$ cat config.mk
export PLATFORM = sky130hd
export DESIGN_NAME = i2c_control_config
export DESIGN_NICKNAME = d
export VERILOG_FILES = /design/src/common/i2c_cfg_pkg.sv /design/src/logic/i2c_control_config.sv
export SDC_FILE = /design/constraint.sdc
export NUM_CORES = 1
export LEC_CHECK = 0
export BUFFER_PORTS_ARGS = -buffer_cell sky130_fd_sc_hd__buf_2
export CAP_MARGIN = 20
export CORE_MARGIN = 2
export CORE_UTILIZATION = 45
export CTS_CLUSTER_SIZE = 24
export DETAILED_ROUTE_END_ITERATION = 7
export MAX_ROUTING_LAYER = met4
export PLACE_DENSITY = 0.72
export SETUP_SLACK_MARGIN = 0.4
export SLEW_MARGIN = 10
export SYNTH_ARGS = -nofsm -noshare
export SYNTH_HDL_FRONTEND = slang
export SYNTH_SLANG_ARGS = --single-unit
$ cat constraint.sdc
create_clock -name pclk -period 1.45 [get_ports pclk]
set_input_delay 0.2175 -clock pclk [delete_from_list [all_inputs] [get_ports pclk]]
set_output_delay 0.2175 -clock pclk [all_outputs]
set_load 0.01 [all_outputs]
$ cat src/common/i2c_cfg_pkg.sv
/*
  Package for the I2C configuration and interrupt-enable block.
  Holds register offsets, field positions, reset values and the
  packed structs that carry control fields and engine events.
  Assumes a 32-bit APB bus with word-aligned registers.
*/
package i2c_cfg_pkg;

  // ==========================================================
  // Register offsets (byte addresses)
  localparam logic [7:0] CTL0_OFFSET = 8'h00;
  localparam logic [7:0] CTL1_OFFSET = 8'h04;
  localparam logic [7:0] STAT_OFFSET = 8'h08;
  localparam logic [7:0] MASK_OFFSET = 8'h0C;

  // ==========================================================
  // Control register 0 field positions
  localparam int SBC_POS = 16;
  localparam int NOSTR_POS = 17;
  localparam int GCE_POS = 19;
  localparam int RXDMA_POS = 15;
  localparam int TXDMA_POS = 14;
  localparam int AOFF_POS = 12;
  localparam int DNF_LSB = 8;
  localparam int ERROR_IRQ_EN_POS = 7;
  localparam int XFER_DONE_IRQ_EN_POS = 6;
  localparam int STPIE_POS = 5;
  localparam int NO_ACK_IRQ_EN_POS = 4;
  localparam int ADDIE_POS = 3;
  localparam int RXIE_POS = 2;
  localparam int TXIE_POS = 1;
  localparam int EN_POS = 0;
  // Writable bits of control register 0; the rest read as zero
  localparam logic [31:0] CTL0_WMASK = 32'h000BDFFF;
  localparam logic [31:0] CTL0_RESET = 32'h00000000;

  // Control register 1: only the PEC request bit lives here
  localparam int PEC_POS = 26;
  localparam logic [31:0] CTL1_RESET = 32'h00000000;

  // ==========================================================
  // Status / mask layout (sticky event bits)
  localparam int EV_RX = 0;
  localparam int EV_TX = 1;
  localparam int EV_ADDR = 2;
  localparam int EV_NACK = 3;
  localparam int EV_STOP = 4;
  localparam int EV_DONE = 5;
  localparam int EV_ERR = 6;
  localparam int EV_GCALL = 7;
  localparam int EV_W = 8;
  localparam logic [EV_W-1:0] STAT_RESET = 8'h00;
  localparam logic [EV_W-1:0] MASK_RESET = 8'h00;

  // General call address byte
  localparam logic [6:0] GCALL_ADDR = 7'h00;
  localparam logic [3:0] DNF_ZERO = 4'h0;

  // ==========================================================
  // Control fields handed to the protocol engine
  typedef struct packed {
    logic no_stretch;
    logic slave_byte_ctrl;
    logic rx_dma_req_en;
    logic tx_dma_req_en;
    logic analog_filter_off;
    logic general_call_en;
    logic periph_enable;
  } cfg_t;

  // Engine event strobes, one cycle each
  typedef struct packed {
    logic rx_full_flag;
    logic tx_req_flag;
    logic addr_matched_flag;
    logic no_ack_flag;
    logic stop_seen_flag;
    logic xfer_done_flag;
    logic bus_error_flag;
    logic arb_lost_flag;
    logic over_under_flag;
    logic pec_mismatch_flag;
    logic timeout_flag;
    logic alert_flag;
    logic pec_sent;
    logic data_not_ready;
    logic addr_valid;
    logic [6:0] addr_byte;
  } evt_t;

endpackage

$ cat src/logic/i2c_control_config.sv
/*
  I2C control/configuration block: control registers 0 and 1,
  digital noise filter on SDA/SCL, interrupt status and mask,
  DMA request gating, slave clock-stretch and general-call decode.
  Assumes an APB master on pclk and a protocol engine on pclk that
  delivers one-cycle event strobes; SDA/SCL arrive from pins.
*/
// Added by the designer: the APB slave port.
// Overview of operation
// RQ1 - Slave stretches SCL unless stretch disabled
// RQ2 - Software keeps stretch-disable zero as master
// RQ3 - Slave byte control active only when set
// RQ4 - DMA requests only with matching enable
// RQ5 - Analog filter bypass; change only disabled
// RQ6 - Digital filter suppresses spikes up to count
// RQ7 - Filter length changed only while disabled
// RQ8 - Error flags interrupt when error enable set
// RQ9 - Transfer-complete interrupt only when enabled
// RQ10 - Stop interrupt only when enabled
// RQ11 - NACK interrupt only when enabled
// RQ12 - Address-match interrupt only when enabled
// RQ13 - Receive interrupt only when enabled
// RQ14 - Transmit interrupt only when enabled
// RQ15 - Hardware clears PEC request on events
// RQ16 - General call answered only when enabled
// RQ17 - General call is address zero
// RQ18 - Interrupt while any enabled flag set
// RQ19 - Reserved bits read zero, writes ignored
`timescale 1ns/100ps

module i2c_control_config
(
  // APB clock and reset
  input wire logic pclk,
  input wire logic presetn,
  // APB slave
  input wire logic psel,
  input wire logic penable,
  input wire logic pwrite,
  input wire logic [7:0] paddr,
  input wire logic [31:0] pwdata,
  output logic [31:0] prdata,
  output logic pready,
  output logic pslverr,
  // I2C pins (sampled asynchronously)
  input wire logic sda_in,
  input wire logic scl_in,
  // Protocol engine events
  input wire i2c_cfg_pkg::evt_t evt,
  // Configuration and control toward the engine
  output i2c_cfg_pkg::cfg_t cfg,
  output logic pec_send_req,
  output logic sda_filt,
  output logic scl_filt,
  output logic scl_hold_low,
  output logic gcall_ack,
  output logic rx_dma_req,
  output logic tx_dma_req,
  // Interrupt
  output logic irq
);

  // ==========================================================
  // Register state
  logic [31:0] ctl0_reg;
  logic pec_reg;
  logic [i2c_cfg_pkg::EV_W-1:0] stat_reg;
  logic [i2c_cfg_pkg::EV_W-1:0] mask_reg;
  logic [i2c_cfg_pkg::EV_W-1:0] stat_next;
  logic [i2c_cfg_pkg::EV_W-1:0] ev_set;
  logic [i2c_cfg_pkg::EV_W-1:0] ev_en;
  logic wr_stb;
  logic rd_stb;
  logic addr_ok;
  logic en;
  logic [3:0] dnf;
  logic gcall_hit;

  assign wr_stb = psel && penable && pwrite;
  assign rd_stb = psel && penable && !pwrite;
  assign addr_ok = (paddr == i2c_cfg_pkg::CTL0_OFFSET)
                || (paddr == i2c_cfg_pkg::CTL1_OFFSET)
                || (paddr == i2c_cfg_pkg::STAT_OFFSET)
                || (paddr == i2c_cfg_pkg::MASK_OFFSET);
  assign en = ctl0_reg[i2c_cfg_pkg::EN_POS];
  assign dnf = ctl0_reg[i2c_cfg_pkg::DNF_LSB +: 4];

  // ==========================================================
  // Control register 0
  // Filter and analog-off fields are frozen while enabled
  always_ff @(posedge pclk or negedge presetn)
  begin
    if (!presetn)
      ctl0_reg <= i2c_cfg_pkg::CTL0_RESET;
    else if (wr_stb && paddr == i2c_cfg_pkg::CTL0_OFFSET)
    begin
      ctl0_reg <= pwdata & i2c_cfg_pkg::CTL0_WMASK; // RQ19
      if (en)
      begin
        ctl0_reg[i2c_cfg_pkg::DNF_LSB +: 4] <= dnf; // RQ7
        ctl0_reg[i2c_cfg_pkg::AOFF_POS] <=
          ctl0_reg[i2c_cfg_pkg::AOFF_POS]; // RQ5
      end
    end
  end

  // ==========================================================
  // PEC transfer request: software sets, hardware clears
  // Hardware clear wins so a stale request never survives a stop
  always_ff @(posedge pclk or negedge presetn)
  begin
    if (!presetn)
      pec_reg <= 1'b0;
    else if (!en || evt.pec_sent || evt.addr_matched_flag
             || evt.stop_seen_flag)
      pec_reg <= 1'b0; // RQ15
    else if (wr_stb && paddr == i2c_cfg_pkg::CTL1_OFFSET
             && pwdata[i2c_cfg_pkg::PEC_POS])
      pec_reg <= 1'b1;
  end

  // ==========================================================
  // Event collection into sticky status bits
  always_comb
  begin
    ev_set = '0;
    ev_set[i2c_cfg_pkg::EV_RX] = evt.rx_full_flag;
    ev_set[i2c_cfg_pkg::EV_TX] = evt.tx_req_flag;
    ev_set[i2c_cfg_pkg::EV_ADDR] = evt.addr_matched_flag;
    ev_set[i2c_cfg_pkg::EV_NACK] = evt.no_ack_flag;
    ev_set[i2c_cfg_pkg::EV_STOP] = evt.stop_seen_flag;
    ev_set[i2c_cfg_pkg::EV_DONE] = evt.xfer_done_flag;
    ev_set[i2c_cfg_pkg::EV_ERR] = evt.bus_error_flag // RQ8
      | evt.arb_lost_flag | evt.over_under_flag
      | evt.pec_mismatch_flag | evt.timeout_flag | evt.alert_flag;
    ev_set[i2c_cfg_pkg::EV_GCALL] = gcall_hit;
  end

  // Write-one-to-clear; a same-cycle event keeps its bit set
  always_comb
  begin
    stat_next = stat_reg;
    if (wr_stb && paddr == i2c_cfg_pkg::STAT_OFFSET)
      stat_next = stat_next & ~pwdata[i2c_cfg_pkg::EV_W-1:0];
    stat_next = stat_next | ev_set;
  end

  always_ff @(posedge pclk or negedge presetn)
  begin
    if (!presetn)
      stat_reg <= i2c_cfg_pkg::STAT_RESET;
    else
      stat_reg <= stat_next;
  end

  // Interrupt mask, same layout as status
  always_ff @(posedge pclk or negedge presetn)
  begin
    if (!presetn)
      mask_reg <= i2c_cfg_pkg::MASK_RESET;
    else if (wr_stb && paddr == i2c_cfg_pkg::MASK_OFFSET)
      mask_reg <= pwdata[i2c_cfg_pkg::EV_W-1:0];
  end

  // ==========================================================
  // Per-event enables from control register 0
  always_comb
  begin
    ev_en = '0;
    ev_en[i2c_cfg_pkg::EV_RX] = ctl0_reg[i2c_cfg_pkg::RXIE_POS]; // RQ13
    ev_en[i2c_cfg_pkg::EV_TX] = ctl0_reg[i2c_cfg_pkg::TXIE_POS]; // RQ14
    ev_en[i2c_cfg_pkg::EV_ADDR] =
      ctl0_reg[i2c_cfg_pkg::ADDIE_POS]; // RQ12
    ev_en[i2c_cfg_pkg::EV_NACK] =
      ctl0_reg[i2c_cfg_pkg::NO_ACK_IRQ_EN_POS]; // RQ11
    ev_en[i2c_cfg_pkg::EV_STOP] =
      ctl0_reg[i2c_cfg_pkg::STPIE_POS]; // RQ10
    ev_en[i2c_cfg_pkg::EV_DONE] = ctl0_reg[i2c_cfg_pkg::XFER_DONE_IRQ_EN_POS]; // RQ9
    ev_en[i2c_cfg_pkg::EV_ERR] = ctl0_reg[i2c_cfg_pkg::ERROR_IRQ_EN_POS]; // RQ8
    // General call rides on the address-match enable
    ev_en[i2c_cfg_pkg::EV_GCALL] = ctl0_reg[i2c_cfg_pkg::ADDIE_POS];
  end

  // Registered level interrupt from next status, enable and mask
  always_ff @(posedge pclk or negedge presetn)
  begin
    if (!presetn)
      irq <= 1'b0;
    else
      irq <= |(stat_next & ev_en & mask_reg); // RQ18
  end

  // ==========================================================
  // Pin synchronisers and digital noise filter
  logic [1:0] sda_sync;
  logic [1:0] scl_sync;
  logic [3:0] sda_cnt;
  logic [3:0] scl_cnt;

  always_ff @(posedge pclk or negedge presetn)
  begin
    if (!presetn)
    begin
      sda_sync <= 2'h3;
      scl_sync <= 2'h3;
    end
    else
    begin
      sda_sync <= {sda_sync[0], sda_in};
      scl_sync <= {scl_sync[0], scl_in};
    end
  end

  // A new level must hold dnf+1 clocks, so spikes of up to dnf clocks are dropped
  always_ff @(posedge pclk or negedge presetn)
  begin
    if (!presetn)
    begin
      sda_filt <= 1'b1;
      sda_cnt <= 4'h0;
    end
    else if (sda_sync[1] == sda_filt)
      sda_cnt <= 4'h0;
    else if (dnf == i2c_cfg_pkg::DNF_ZERO || sda_cnt == dnf) // RQ6
    begin
      sda_filt <= sda_sync[1];
      sda_cnt <= 4'h0;
    end
    else
      sda_cnt <= sda_cnt + 4'h1;
  end

  always_ff @(posedge pclk or negedge presetn)
  begin
    if (!presetn)
    begin
      scl_filt <= 1'b1;
      scl_cnt <= 4'h0;
    end
    else if (scl_sync[1] == scl_filt)
      scl_cnt <= 4'h0;
    else if (dnf == i2c_cfg_pkg::DNF_ZERO || scl_cnt == dnf) // RQ6
    begin
      scl_filt <= scl_sync[1];
      scl_cnt <= 4'h0;
    end
    else
      scl_cnt <= scl_cnt + 4'h1;
  end

  // ==========================================================
  // Slave-side controls: stretch, general call, DMA
  assign gcall_hit = en && evt.addr_valid
    && evt.addr_byte == i2c_cfg_pkg::GCALL_ADDR // RQ17
    && ctl0_reg[i2c_cfg_pkg::GCE_POS]; // RQ16

  always_ff @(posedge pclk or negedge presetn)
  begin
    if (!presetn)
    begin
      scl_hold_low <= 1'b0;
      gcall_ack <= 1'b0;
      rx_dma_req <= 1'b0;
      tx_dma_req <= 1'b0;
    end
    else
    begin
      scl_hold_low <= en && evt.data_not_ready
        && !ctl0_reg[i2c_cfg_pkg::NOSTR_POS]; // RQ1
      gcall_ack <= gcall_hit;
      rx_dma_req <= en && evt.rx_full_flag
        && ctl0_reg[i2c_cfg_pkg::RXDMA_POS]; // RQ4
      tx_dma_req <= en && evt.tx_req_flag
        && ctl0_reg[i2c_cfg_pkg::TXDMA_POS]; // RQ4
    end
  end

  // Config fields to engine, flopped
  always_ff @(posedge pclk or negedge presetn)
  begin
    if (!presetn)
      cfg <= '0;
    else
    begin
      cfg.no_stretch <= ctl0_reg[i2c_cfg_pkg::NOSTR_POS];
      cfg.slave_byte_ctrl <= ctl0_reg[i2c_cfg_pkg::SBC_POS]; // RQ3
      cfg.rx_dma_req_en <= ctl0_reg[i2c_cfg_pkg::RXDMA_POS];
      cfg.tx_dma_req_en <= ctl0_reg[i2c_cfg_pkg::TXDMA_POS];
      cfg.analog_filter_off <= ctl0_reg[i2c_cfg_pkg::AOFF_POS]; // RQ5
      cfg.general_call_en <= ctl0_reg[i2c_cfg_pkg::GCE_POS];
      cfg.periph_enable <= en;
    end
  end

  assign pec_send_req = pec_reg;

  // ==========================================================
  // APB answer: zero wait states, error on unmapped address
  always_ff @(posedge pclk or negedge presetn)
  begin
    if (!presetn)
    begin
      prdata <= 32'h00000000;
      pready <= 1'b0;
      pslverr <= 1'b0;
    end
    else
    begin
      pready <= psel && !penable;
      pslverr <= psel && !penable && !addr_ok;
      prdata <= 32'h00000000;
      if (psel && !penable && !pwrite)
        unique case (paddr)
          i2c_cfg_pkg::CTL0_OFFSET: prdata <= ctl0_reg;
          i2c_cfg_pkg::CTL1_OFFSET:
            prdata <= {5'h00, pec_reg, 26'h0000000};
          i2c_cfg_pkg::STAT_OFFSET: prdata <= {24'h000000, stat_reg};
          i2c_cfg_pkg::MASK_OFFSET: prdata <= {24'h000000, mask_reg};
          default: prdata <= 32'h00000000;
        endcase
    end
  end

endmodule

==> run metrics, run 1 <==
status=finished with violations; failing checks=setup timing; area grow syn2layout=42.9%; total congestion overflow=0; Max Clk Rate=between 600 and 700 MHz; Critical-path top delay cell=or4_4; worst-path fanout max=5; total CTS buffers=9; synthesized area=between 3000 and 4000 um2; die width=91.8 um; final WL=between 8000 and 9000 um; element type at the critical path end=register; worst setup path class=input port to register; Clock Skews=about 0.0061 ns; Setup crit start kind=input port; GPL Wtd Cong=0.815; Cells after Synth=278; H-tree level count=3; Final setup viols=36; Clock Sinks=82; WP data arrival=1.82 ns; clk_lat worst skew=0.36 ns; Buf+Inv Stages, Crit Path=1; kind of cell adding the most delay to the critical path=simple AND/OR/NAND/NOR gates; hold path start=evt[9]; gr usage total=20.4%; clock root cell=clkbuf_8; share of post-route cells with drive strength above 1=55.1%; vias=2578; Final min period=1.57 ns; CTS tree=yes; Cell variety after synth=42; post-DP HPWL=5300 um; first-pass GRT wire length=12800 um; compound-cell area share of the yosys netlist=5.84%; fin. max-slew vios=0; setup TNS=-1.71 ns; Endpoint, Worst Hold=pec_send_req; Row Count=32; top post-synthesis cells by area=dfrtp_1 55%, mux2_2 5.8%, dfstp_2 4.5%, mux2_4 4.3%, buf_4 2.8%; RSZ-0062 raised after global routing=true; Design Power=between 0.004 and 0.005 W; area leader, netlist=dfrtp_1; Post-synth ARST share=100%; largest net degree at the start of global routing=36; count leader, synth=dfrtp_1; worst min-delay path category=input port to register; syn avg cell area=12.5 um2; Die H=91.8 um; Post-synth EDFFs=0; reg2reg start=ctl0_reg[0]; Ys Warns=0; XOR/XNOR Fraction of Synth Area=3.53%; Setup WS post-layout=-0.123 ns; Pleak=~2.5 nW; Final ANT Viol Nets=0; Pre-antenna DRT Iters=5; via/cell ratio=roughly 5.0; clock buffer depth=2; clk slew on worst S/H paths=0.08 ns; Hold Vio Cnt, Final=0; Post-synth top cells=76 x dfrtp_1, 26 x nor2_1, 19 x nand2_1, 18 x mux2_2, 13 x buf_4; Data required, critical path=1.69 ns; main combinational cell family by area after synthesis=simple AND/OR/NAND/NOR gates; vias in the first global route=2577; # IOs=118; top-area cell type share of the netlist area=54.8%; R2R cell count=5; Avg WL per Cell=16.3 um; diode count=0; Core Box Area=7610 um2; Initial Util=between 40 and 50%; post-route DRC violation count=0; PortBufs=91; slowest stage delay, CP=approximately 0.53 ns; mux share of post-synthesis cell area=12.5%; flops & latches, synth=82; max cap viols=0; adder-cell share of the synthesized area=0.721%; # nets final=480; CP Cell Sequence=buf_6, nor4_4, nand2_1, or4_4, nor2_4, mux2_4; die area=8430 um2; DRT iter0 DRCs=115; max reg flops=19; period utilization=109%; Reg2Reg Capture Point=irq; predominant post-synthesis flop cell=dfrtp_1; pwr/cell area=938 nW/um2; sequential fraction of the synthesis area=59.3%; DP Worst Slack=-0.578 ns; Post-Synth Simple-Gate Area=13.0%; initial antenna violation count=0; r2r setup slk=0.12 ns; Hold Path Stages=2; maximum vdd drop=about 0.58 mV
==> per-stage QoR <==
| step | instance area [um2] | utilization, % | cells | hold slack, ns |
|---|---|---|---|---|
| 6_report | 4960 | 65.2 | 516 | 0.0136 |
| 5_1_grt | 4960 | 65.2 | 516 | 0.0277 |
| 4_1_cts | 4800 | 63.1 | 509 | 0.00534 |
| 3_5_place_dp | 4170 | 54.8 | 482 | 0.105 |
| 3_3_place_gp | 4170 | 54.8 | 482 | 0.103 |
| 2_1_floorplan | 3570 | - | 290 | -0.0781 |
==> how the worst max path moves through the flow <==
stage | end | cells past startpoint | from
6_report | ctl0_reg[9] | 6 | paddr[4]
5_1_grt | ctl0_reg[9] | 6 | paddr[4]
4_1_cts | ctl0_reg[9] | 6 | paddr[6]
3_5_place_dp | ctl0_reg[7] | 6 | paddr[5]
3_3_place_gp | ctl0_reg[7] | 6 | paddr[5]
2_1_floorplan | ctl0_reg[10] | 6 | paddr[5]
==> metal layers <==
layer	share of wire [%]	up-vias	global-route usage, %
met3	5.0	18	3.04
li1	-	1199	-
met4	2.5	0	7.34
met2	51	91	33.7
met5	0	-	-
met1	42	1270	25.9
==> kinds of logic after synthesis <==
logic type,count (synthesis)
flip-flops,82
XOR/XNOR,14
AO/OA/AOI/OAI,31
multiplexers,36
AND/OR/NAND/NOR,86
other,1
buffers and inverters,26
adder cells (fa/ha/maj),2
==> power by group <==
| group | switching, W | internal [W] |
|---|---|---|
| sequential | 0.0000194 | 0.00232 |
| combinational | 0.000184 | 0.000151 |
| clock | 0.000837 | 0.00114 |
| total | 0.00104 | 0.00361 |
==> cell usage in the layout, fill, tap and decap left out, types with 3 or more instances in the layout <==
master         netlist  routed
buf_2                1      84
dfrtp_1             76      72
mux2_4              10      25
buf_6                1      20
buf_4               13      16
nor2_1              26      15
conb_1               1      13
nor2_4               1      11
a21oi_1             10      10
xnor2_1             10       9
nand2_2              0       9
clkbuf_8             0       9
mux2i_1              8       8
nand2_1             19       7
and2_1              11       7
and3_1               6       6
o211ai_1             6       6
dfstp_2              6       6
inv_1                6       5
xor2_1               4       4
a21o_1               4       4
and2_4               0       4
nand3_1              4       4
dfrtp_2              0       4
nand2_4              0       3
a31oi_1              5       3
mux2_2              18       3
bufinv_16            0       3
dlygate4sd3_1        0       3
buf_12               1       3
==> cell type report <==
cell class              instances  area [um2]
flip-flops and latches         82        2060
well taps                     102         128
fillers                       553        2650
repair buffers                128         898
inverters                       6        22.5
multi-input cells             182        1600
clock buffers                   9         124
clock inverters                 7         118
==> what timing repair did <==
item                       CTS  global route
setup endpoints to repair  102           102
gates cloned                 1             1
setup buffers                7             6
hold endpoints to repair    19             0
resized for setup           74            28
pin swaps                   27            21
hold buffers                 3             0
Power figures use the tool's default switching activity.
==> run 2: changes to the inputs <==
--- a/config.mk
+++ b/config.mk
@@ -14,6 +14,7 @@
 export MAX_ROUTING_LAYER = met4
 export PLACE_DENSITY = 0.72
 export SETUP_SLACK_MARGIN = 0.4
+export SKIP_LAST_GASP = 1
 export SLEW_MARGIN = 10
 export SYNTH_ARGS = -nofsm -noshare
 export SYNTH_HDL_FRONTEND = slang
==> run metrics, run 2 (same netlist as run 1, synthesis figures left out) <==
status=finished with violations (unchanged); failing checks=setup timing (unchanged); initial antenna violation count=0 (unchanged); first-pass GRT wire length=12300 um (was 12800 um); kind of cell adding the most delay to the critical path=simple AND/OR/NAND/NOR gates (unchanged); maximum vdd drop=0.598 mV (was 0.582 mV); clk_lat worst skew=0.35 ns (was 0.36 ns); hold path start=evt[9] (unchanged); CTS tree=yes (unchanged); largest net degree at the start of global routing=36 (unchanged); die area=8430 um2 (unchanged); worst min-delay path category=input port to register (unchanged); Buf+Inv Stages, Crit Path=1 (unchanged); commonest non-fill, non-tap cell in the layout=buf_2 (unchanged); post-route DRC violation count=0 (unchanged); H-tree level count=3 (unchanged); Clock Skews=0.00644 ns (was 0.00609 ns); fin. max-slew vios=0 (unchanged); Core Box Area=7610 um2 (unchanged); area occupied by multi-input gates=1500 um2 (was 1600 um2); Data required, critical path=1.69 ns (about the same); die width=91.8 um (unchanged); Initial Util=45.6% (unchanged); worst setup path class=input port to register (unchanged); Pleak=2.53 nW (was 2.55 nW); vias in the first global route=2513 (was 2577); WP data arrival=1.80 ns (was 1.82 ns); # nets final=484 (was 480); Clock Sinks=82 (unchanged); Final setup viols=38 (was 36); sequential cell area=2060 um2 (unchanged); reg2reg start=ctl0_reg[0] (unchanged); clock root cell=clkbuf_8 (unchanged); DP Worst Slack=-0.578 ns (unchanged); diode count=0 (unchanged); Hold Vio Cnt, Final=0 (unchanged); max reg flops=19 (unchanged); CP Cell Sequence=buf_6, nor4_4, nand2_1, or4_4, nor2_4, mux2_4 (unchanged); Pre-antenna DRT Iters=4 (was 5); Setup WS post-layout=-0.119 ns (was -0.123 ns); worst-path fanout max=5 (unchanged); Avg WL per Cell=15.2 um (was 16.3 um); Setup crit start kind=input port (unchanged); final WL=7900 um (was 8400 um); Critical-path top delay cell=or4_4 (unchanged); slowest stage delay, CP=0.53 ns (about the same); Max Clk Rate=637 MHz (was 636 MHz); total CTS buffers=9 (unchanged); Layout fillers=582 (was 553); RSZ-0062 raised after global routing=true (unchanged); DRT iter0 DRCs=84 (was 115); via/cell ratio=4.93 (was 5.00); period utilization=108% (was 109%); share of post-route cells with drive strength above 1=53.1% (was 55.1%); most frequent cells in the layout=85 x buf_2, 72 x dfrtp_1, 23 x buf_4 (was 84 x buf_2, 72 x dfrtp_1, 25 x mux2_4); # IOs=118 (unchanged); clock buffer depth=2 (unchanged); crit path from=paddr[4] (unchanged); gr usage total=19.6% (was 20.4%); max cap viols=0 (unchanged); element type at the critical path end=register (unchanged); setup TNS=-2.20 ns (was -1.71 ns); Design Power=0.00463 W (was 0.00465 W); pwr/cell area=954 nW/um2 (was 938 nW/um2); worst hold slack=0.0161 ns (was 0.0136 ns); PortBufs=91 (unchanged); Final min period=1.57 ns (about the same); Die H=91.8 um (unchanged); Final ANT Viol Nets=0 (unchanged); vias=2564 (was 2578); post-DP HPWL=5300 um (unchanged); Row Count=32 (unchanged); area grow syn2layout=40.0% (was 42.9%); clk slew on worst S/H paths=0.08 ns (about the same); GPL Wtd Cong=0.815 (unchanged); total congestion overflow=0 (unchanged)
-- run 2: what timing repair did --
action / CTS / global route
buffers inserted: 7 / 10
pin swaps: 26 / 19
cloned: 1 / 1
hold buffers: 3 / 0
setup endpoints to repair: 102 / 102
hold endpoints to repair: 19 / 0
resized for setup: 52 / 21
-- run 2: final timing paths --
check	end	slack, ns	depth (start not counted)
min in group asynchronous	mask_reg[3]	0.28	2
worst max register to register	irq	0.10	5
max in group asynchronous	sda_sync[0]	0.65	3
worst min register to register	sda_sync[1]	0.36	0
worst min-delay path	pec_send_req	0.02	2
worst max-delay path	ctl0_reg[9]	-0.12	6
-- run 2: area by class of cell --
type,count,area share (%)
Timing Repair Buffer,132,18.7
Clock inverter,7,2.42
Tap cell,102,2.63
Multi-Input combinational cell,182,30.8
Sequential cell,82,42.5
Clock buffer,9,2.55
Inverter,6,0.464
-- run 2: worst register-to-register path, stage by stage (launching register included) --
cell	delay, ns
dfrtp_1	0.36
nand4b_1	0.14
or4_4	0.47
o22ai_2	0.13
nor4_1	0.07
nand4_1	0.12
-- run 2: where the power goes --
group	total, W	internal, W	leakage (nW)	switching [W]
combinational	0.000320	0.000148	1.32	0.000173
sequential	0.00234	0.00232	1.08	0.0000187
clock	0.00198	0.00114	0.123	0.000835
-- run 2: routing by layer --
metal / vias up / wire length [um] / global-route usage (%)
li1: 1205 / - / -
met1: 1246 / 3430 / 25.5
met2: 95 / 3930 / 31.6
met3: 18 / 398 / 3.04
met4: 0 / 145 / 6.84
met5: - / 0 / -
-- run 2: metrics by stage --
stage | util, % | cells | cell area [um2]
6_report | 63.9 | 520 | 4860
5_1_grt | 63.9 | 520 | 4860
4_1_cts | 61.9 | 509 | 4710
3_5_place_dp | 54.8 | 482 | 4170
3_3_place_gp | 54.8 | 482 | 4170
2_1_floorplan | - | 290 | 3570
==> run 3: changes to the inputs <==
--- a/config.mk
+++ b/config.mk
@@ -7,6 +7,7 @@
 export LEC_CHECK = 0
 export BUFFER_PORTS_ARGS = -buffer_cell sky130_fd_sc_hd__buf_2
 export CAP_MARGIN = 20
+export CORE_ASPECT_RATIO = 1.1
 export CORE_MARGIN = 2
 export CORE_UTILIZATION = 45
 export CTS_CLUSTER_SIZE = 24
==> run metrics, run 3 (same netlist as run 1, synthesis figures left out) <==
max cap viols=0 (unchanged); area grow syn2layout=39.8% (was 40.0%); worst-path fanout max=4 (was 5); R2R cell count=3 (was 5); Reg2Reg Capture Point=sda_filt (was irq); sequential cell area=2060 um2 (about the same); r2r setup slk=0.10 ns (about the same); Layout fillers=560 (was 582); maximum vdd drop=0.490 mV (was 0.598 mV); pwr/cell area=894 nW/um2 (was 954 nW/um2); Core Box Area=7470 um2 (was 7610 um2); clk slew on worst S/H paths=0.08 ns (about the same); Avg WL per Cell=14.9 um (was 15.2 um); via/cell ratio=4.86 (was 4.93); worst setup path class=input port to register (unchanged); max reg flops=19 (unchanged); Clock Sinks=82 (unchanged); Pre-antenna DRT Iters=4 (unchanged); post-DP HPWL=5140 um (was 5300 um); worst min-delay path category=input port to register (unchanged); Final setup viols=35 (was 38); total congestion overflow=0 (unchanged); area occupied by multi-input gates=1490 um2 (was 1500 um2); Row Count=33 (was 32); die width=87.7 um (was 91.8 um); # nets final=485 (was 484); setup TNS=-2.67 ns (was -2.20 ns); largest net degree at the start of global routing=30 (was 36); Setup WS post-layout=-0.153 ns (was -0.119 ns); Clock Skews=0.0111 ns (was 0.00644 ns); WP data arrival=1.88 ns (was 1.80 ns); Initial Util=46.4% (was 45.6%); Worst Setup EP=prdata[10] (was ctl0_reg[9]); CTS tree=yes (unchanged); DP Worst Slack=-0.558 ns (was -0.578 ns); vias in the first global route=2524 (was 2513); commonest non-fill, non-tap cell in the layout=buf_2 (unchanged); period utilization=111% (was 108%); GPL Wtd Cong=0.834 (was 0.815); failing checks=setup timing (unchanged); RSZ-0062 raised after global routing=true (unchanged); fin. max-slew vios=0 (unchanged); Hold Vio Cnt, Final=0 (unchanged); clk_lat worst skew=0.34 ns (was 0.35 ns); post-route DRC violation count=0 (unchanged); H-tree level count=3 (unchanged); reg2reg start=ctl0_reg[8] (was ctl0_reg[0]); Setup crit start kind=input port (unchanged); Max Clk Rate=624 MHz (was 637 MHz); gr usage total=19.4% (was 19.6%); share of post-route cells with drive strength above 1=53.0% (was 53.1%); diode count=0 (unchanged); initial antenna violation count=0 (unchanged); vias=2549 (was 2564); first-pass GRT wire length=11900 um (was 12300 um); PortBufs=91 (unchanged); # IOs=118 (unchanged); die area=8430 um2 (about the same); clock root cell=clkbuf_8 (unchanged); Final ANT Viol Nets=0 (unchanged); crit path from=paddr[6] (was paddr[4]); clock buffer depth=2 (unchanged); final WL=7800 um (was 7900 um); Final min period=1.60 ns (was 1.57 ns); total CTS buffers=9 (unchanged); status=finished with violations (unchanged); Data required, critical path=1.73 ns (was 1.69 ns); most frequent cells in the layout=83 x buf_2, 74 x dfrtp_1, 22 x buf_4 (was 85 x buf_2, 72 x dfrtp_1, 23 x buf_4); DRT iter0 DRCs=106 (was 84); element type at the critical path end=register (unchanged); Die H=96.1 um (was 91.8 um); Pleak=2.48 nW (was 2.53 nW)
[run 3: cell type report]
type | count | share of cell area (%)
clock inverters | 4 | 1.03
clock buffers | 12 | 3.20
well taps | 105 | 2.71
inverters | 6 | 0.464
flip-flops and latches | 82 | 42.5
multi-input cells | 182 | 30.8
repair buffers | 133 | 19.3
[run 3: where the power goes]
| part | internal, W | switching, W | total (W) |
|---|---|---|---|
| sequential | 0.00232 | 0.0000179 | 0.00233 |
| clock | 0.000888 | 0.000787 | 0.00168 |
| combinational | 0.000147 | 0.000178 | 0.000325 |
[run 3: worst min-delay path by stage]
stage / start / cells past startpoint / endpoint
final: evt[9] / 2 / pec_send_req
after detailed placement: presetn / 1 / scl_hold_low
after global routing: evt[9] / 2 / pec_send_req
after floorplan: presetn / 0 / cfg[0]
after CTS: evt[9] / 2 / pec_send_req
after global placement: presetn / 1 / cfg[6]
[run 3: timing repair]
action	CTS	global route
gates resized for setup	48	21
endpoints found under the hold margin	29	0
pin swaps	20	9
setup buffers	7	9
hold buffers	3	0
gates cloned	1	1
endpoints found under the setup margin	101	102
[run 3: metrics by stage]
| stage | cell area (um2) | util, % | cells | hold WS, ns | total power (W) |
|---|---|---|---|---|---|
| 2_1_floorplan | 3570 | - | 290 | -0.0781 | 0.00250 |
| 3_3_place_gp | 4180 | 56.0 | 487 | 0.166 | 0.00266 |
| 3_5_place_dp | 4180 | 56.0 | 487 | 0.170 | 0.00266 |
| 4_1_cts | 4680 | 62.6 | 514 | 0.0174 | 0.00435 |
| 5_1_grt | 4850 | 64.9 | 524 | 0.0152 | 0.00452 |
| 6_report | 4850 | 64.9 | 524 | 0.0250 | 0.00434 |
[run 3: worst max-delay path, stage by stage]
cell	delay, ns
buf_6	0.10
nor4_4	0.28
nand2_1	0.11
buf_4	0.15
buf_6	0.11
or3_4	0.41
nor3_4	0.20
buf_2	0.18
and2_1	0.13
[run 3: layer usage]
metal / vias up / share of wire, % / GRT usage (%)
met1: 1241 / 43 / 24.6
met4: 0 / 1.2 / 7.95
met2: 93 / 50 / 30.9
li1: 1205 / - / -
met3: 10 / 5.5 / 3.60
met5: - / 0 / -
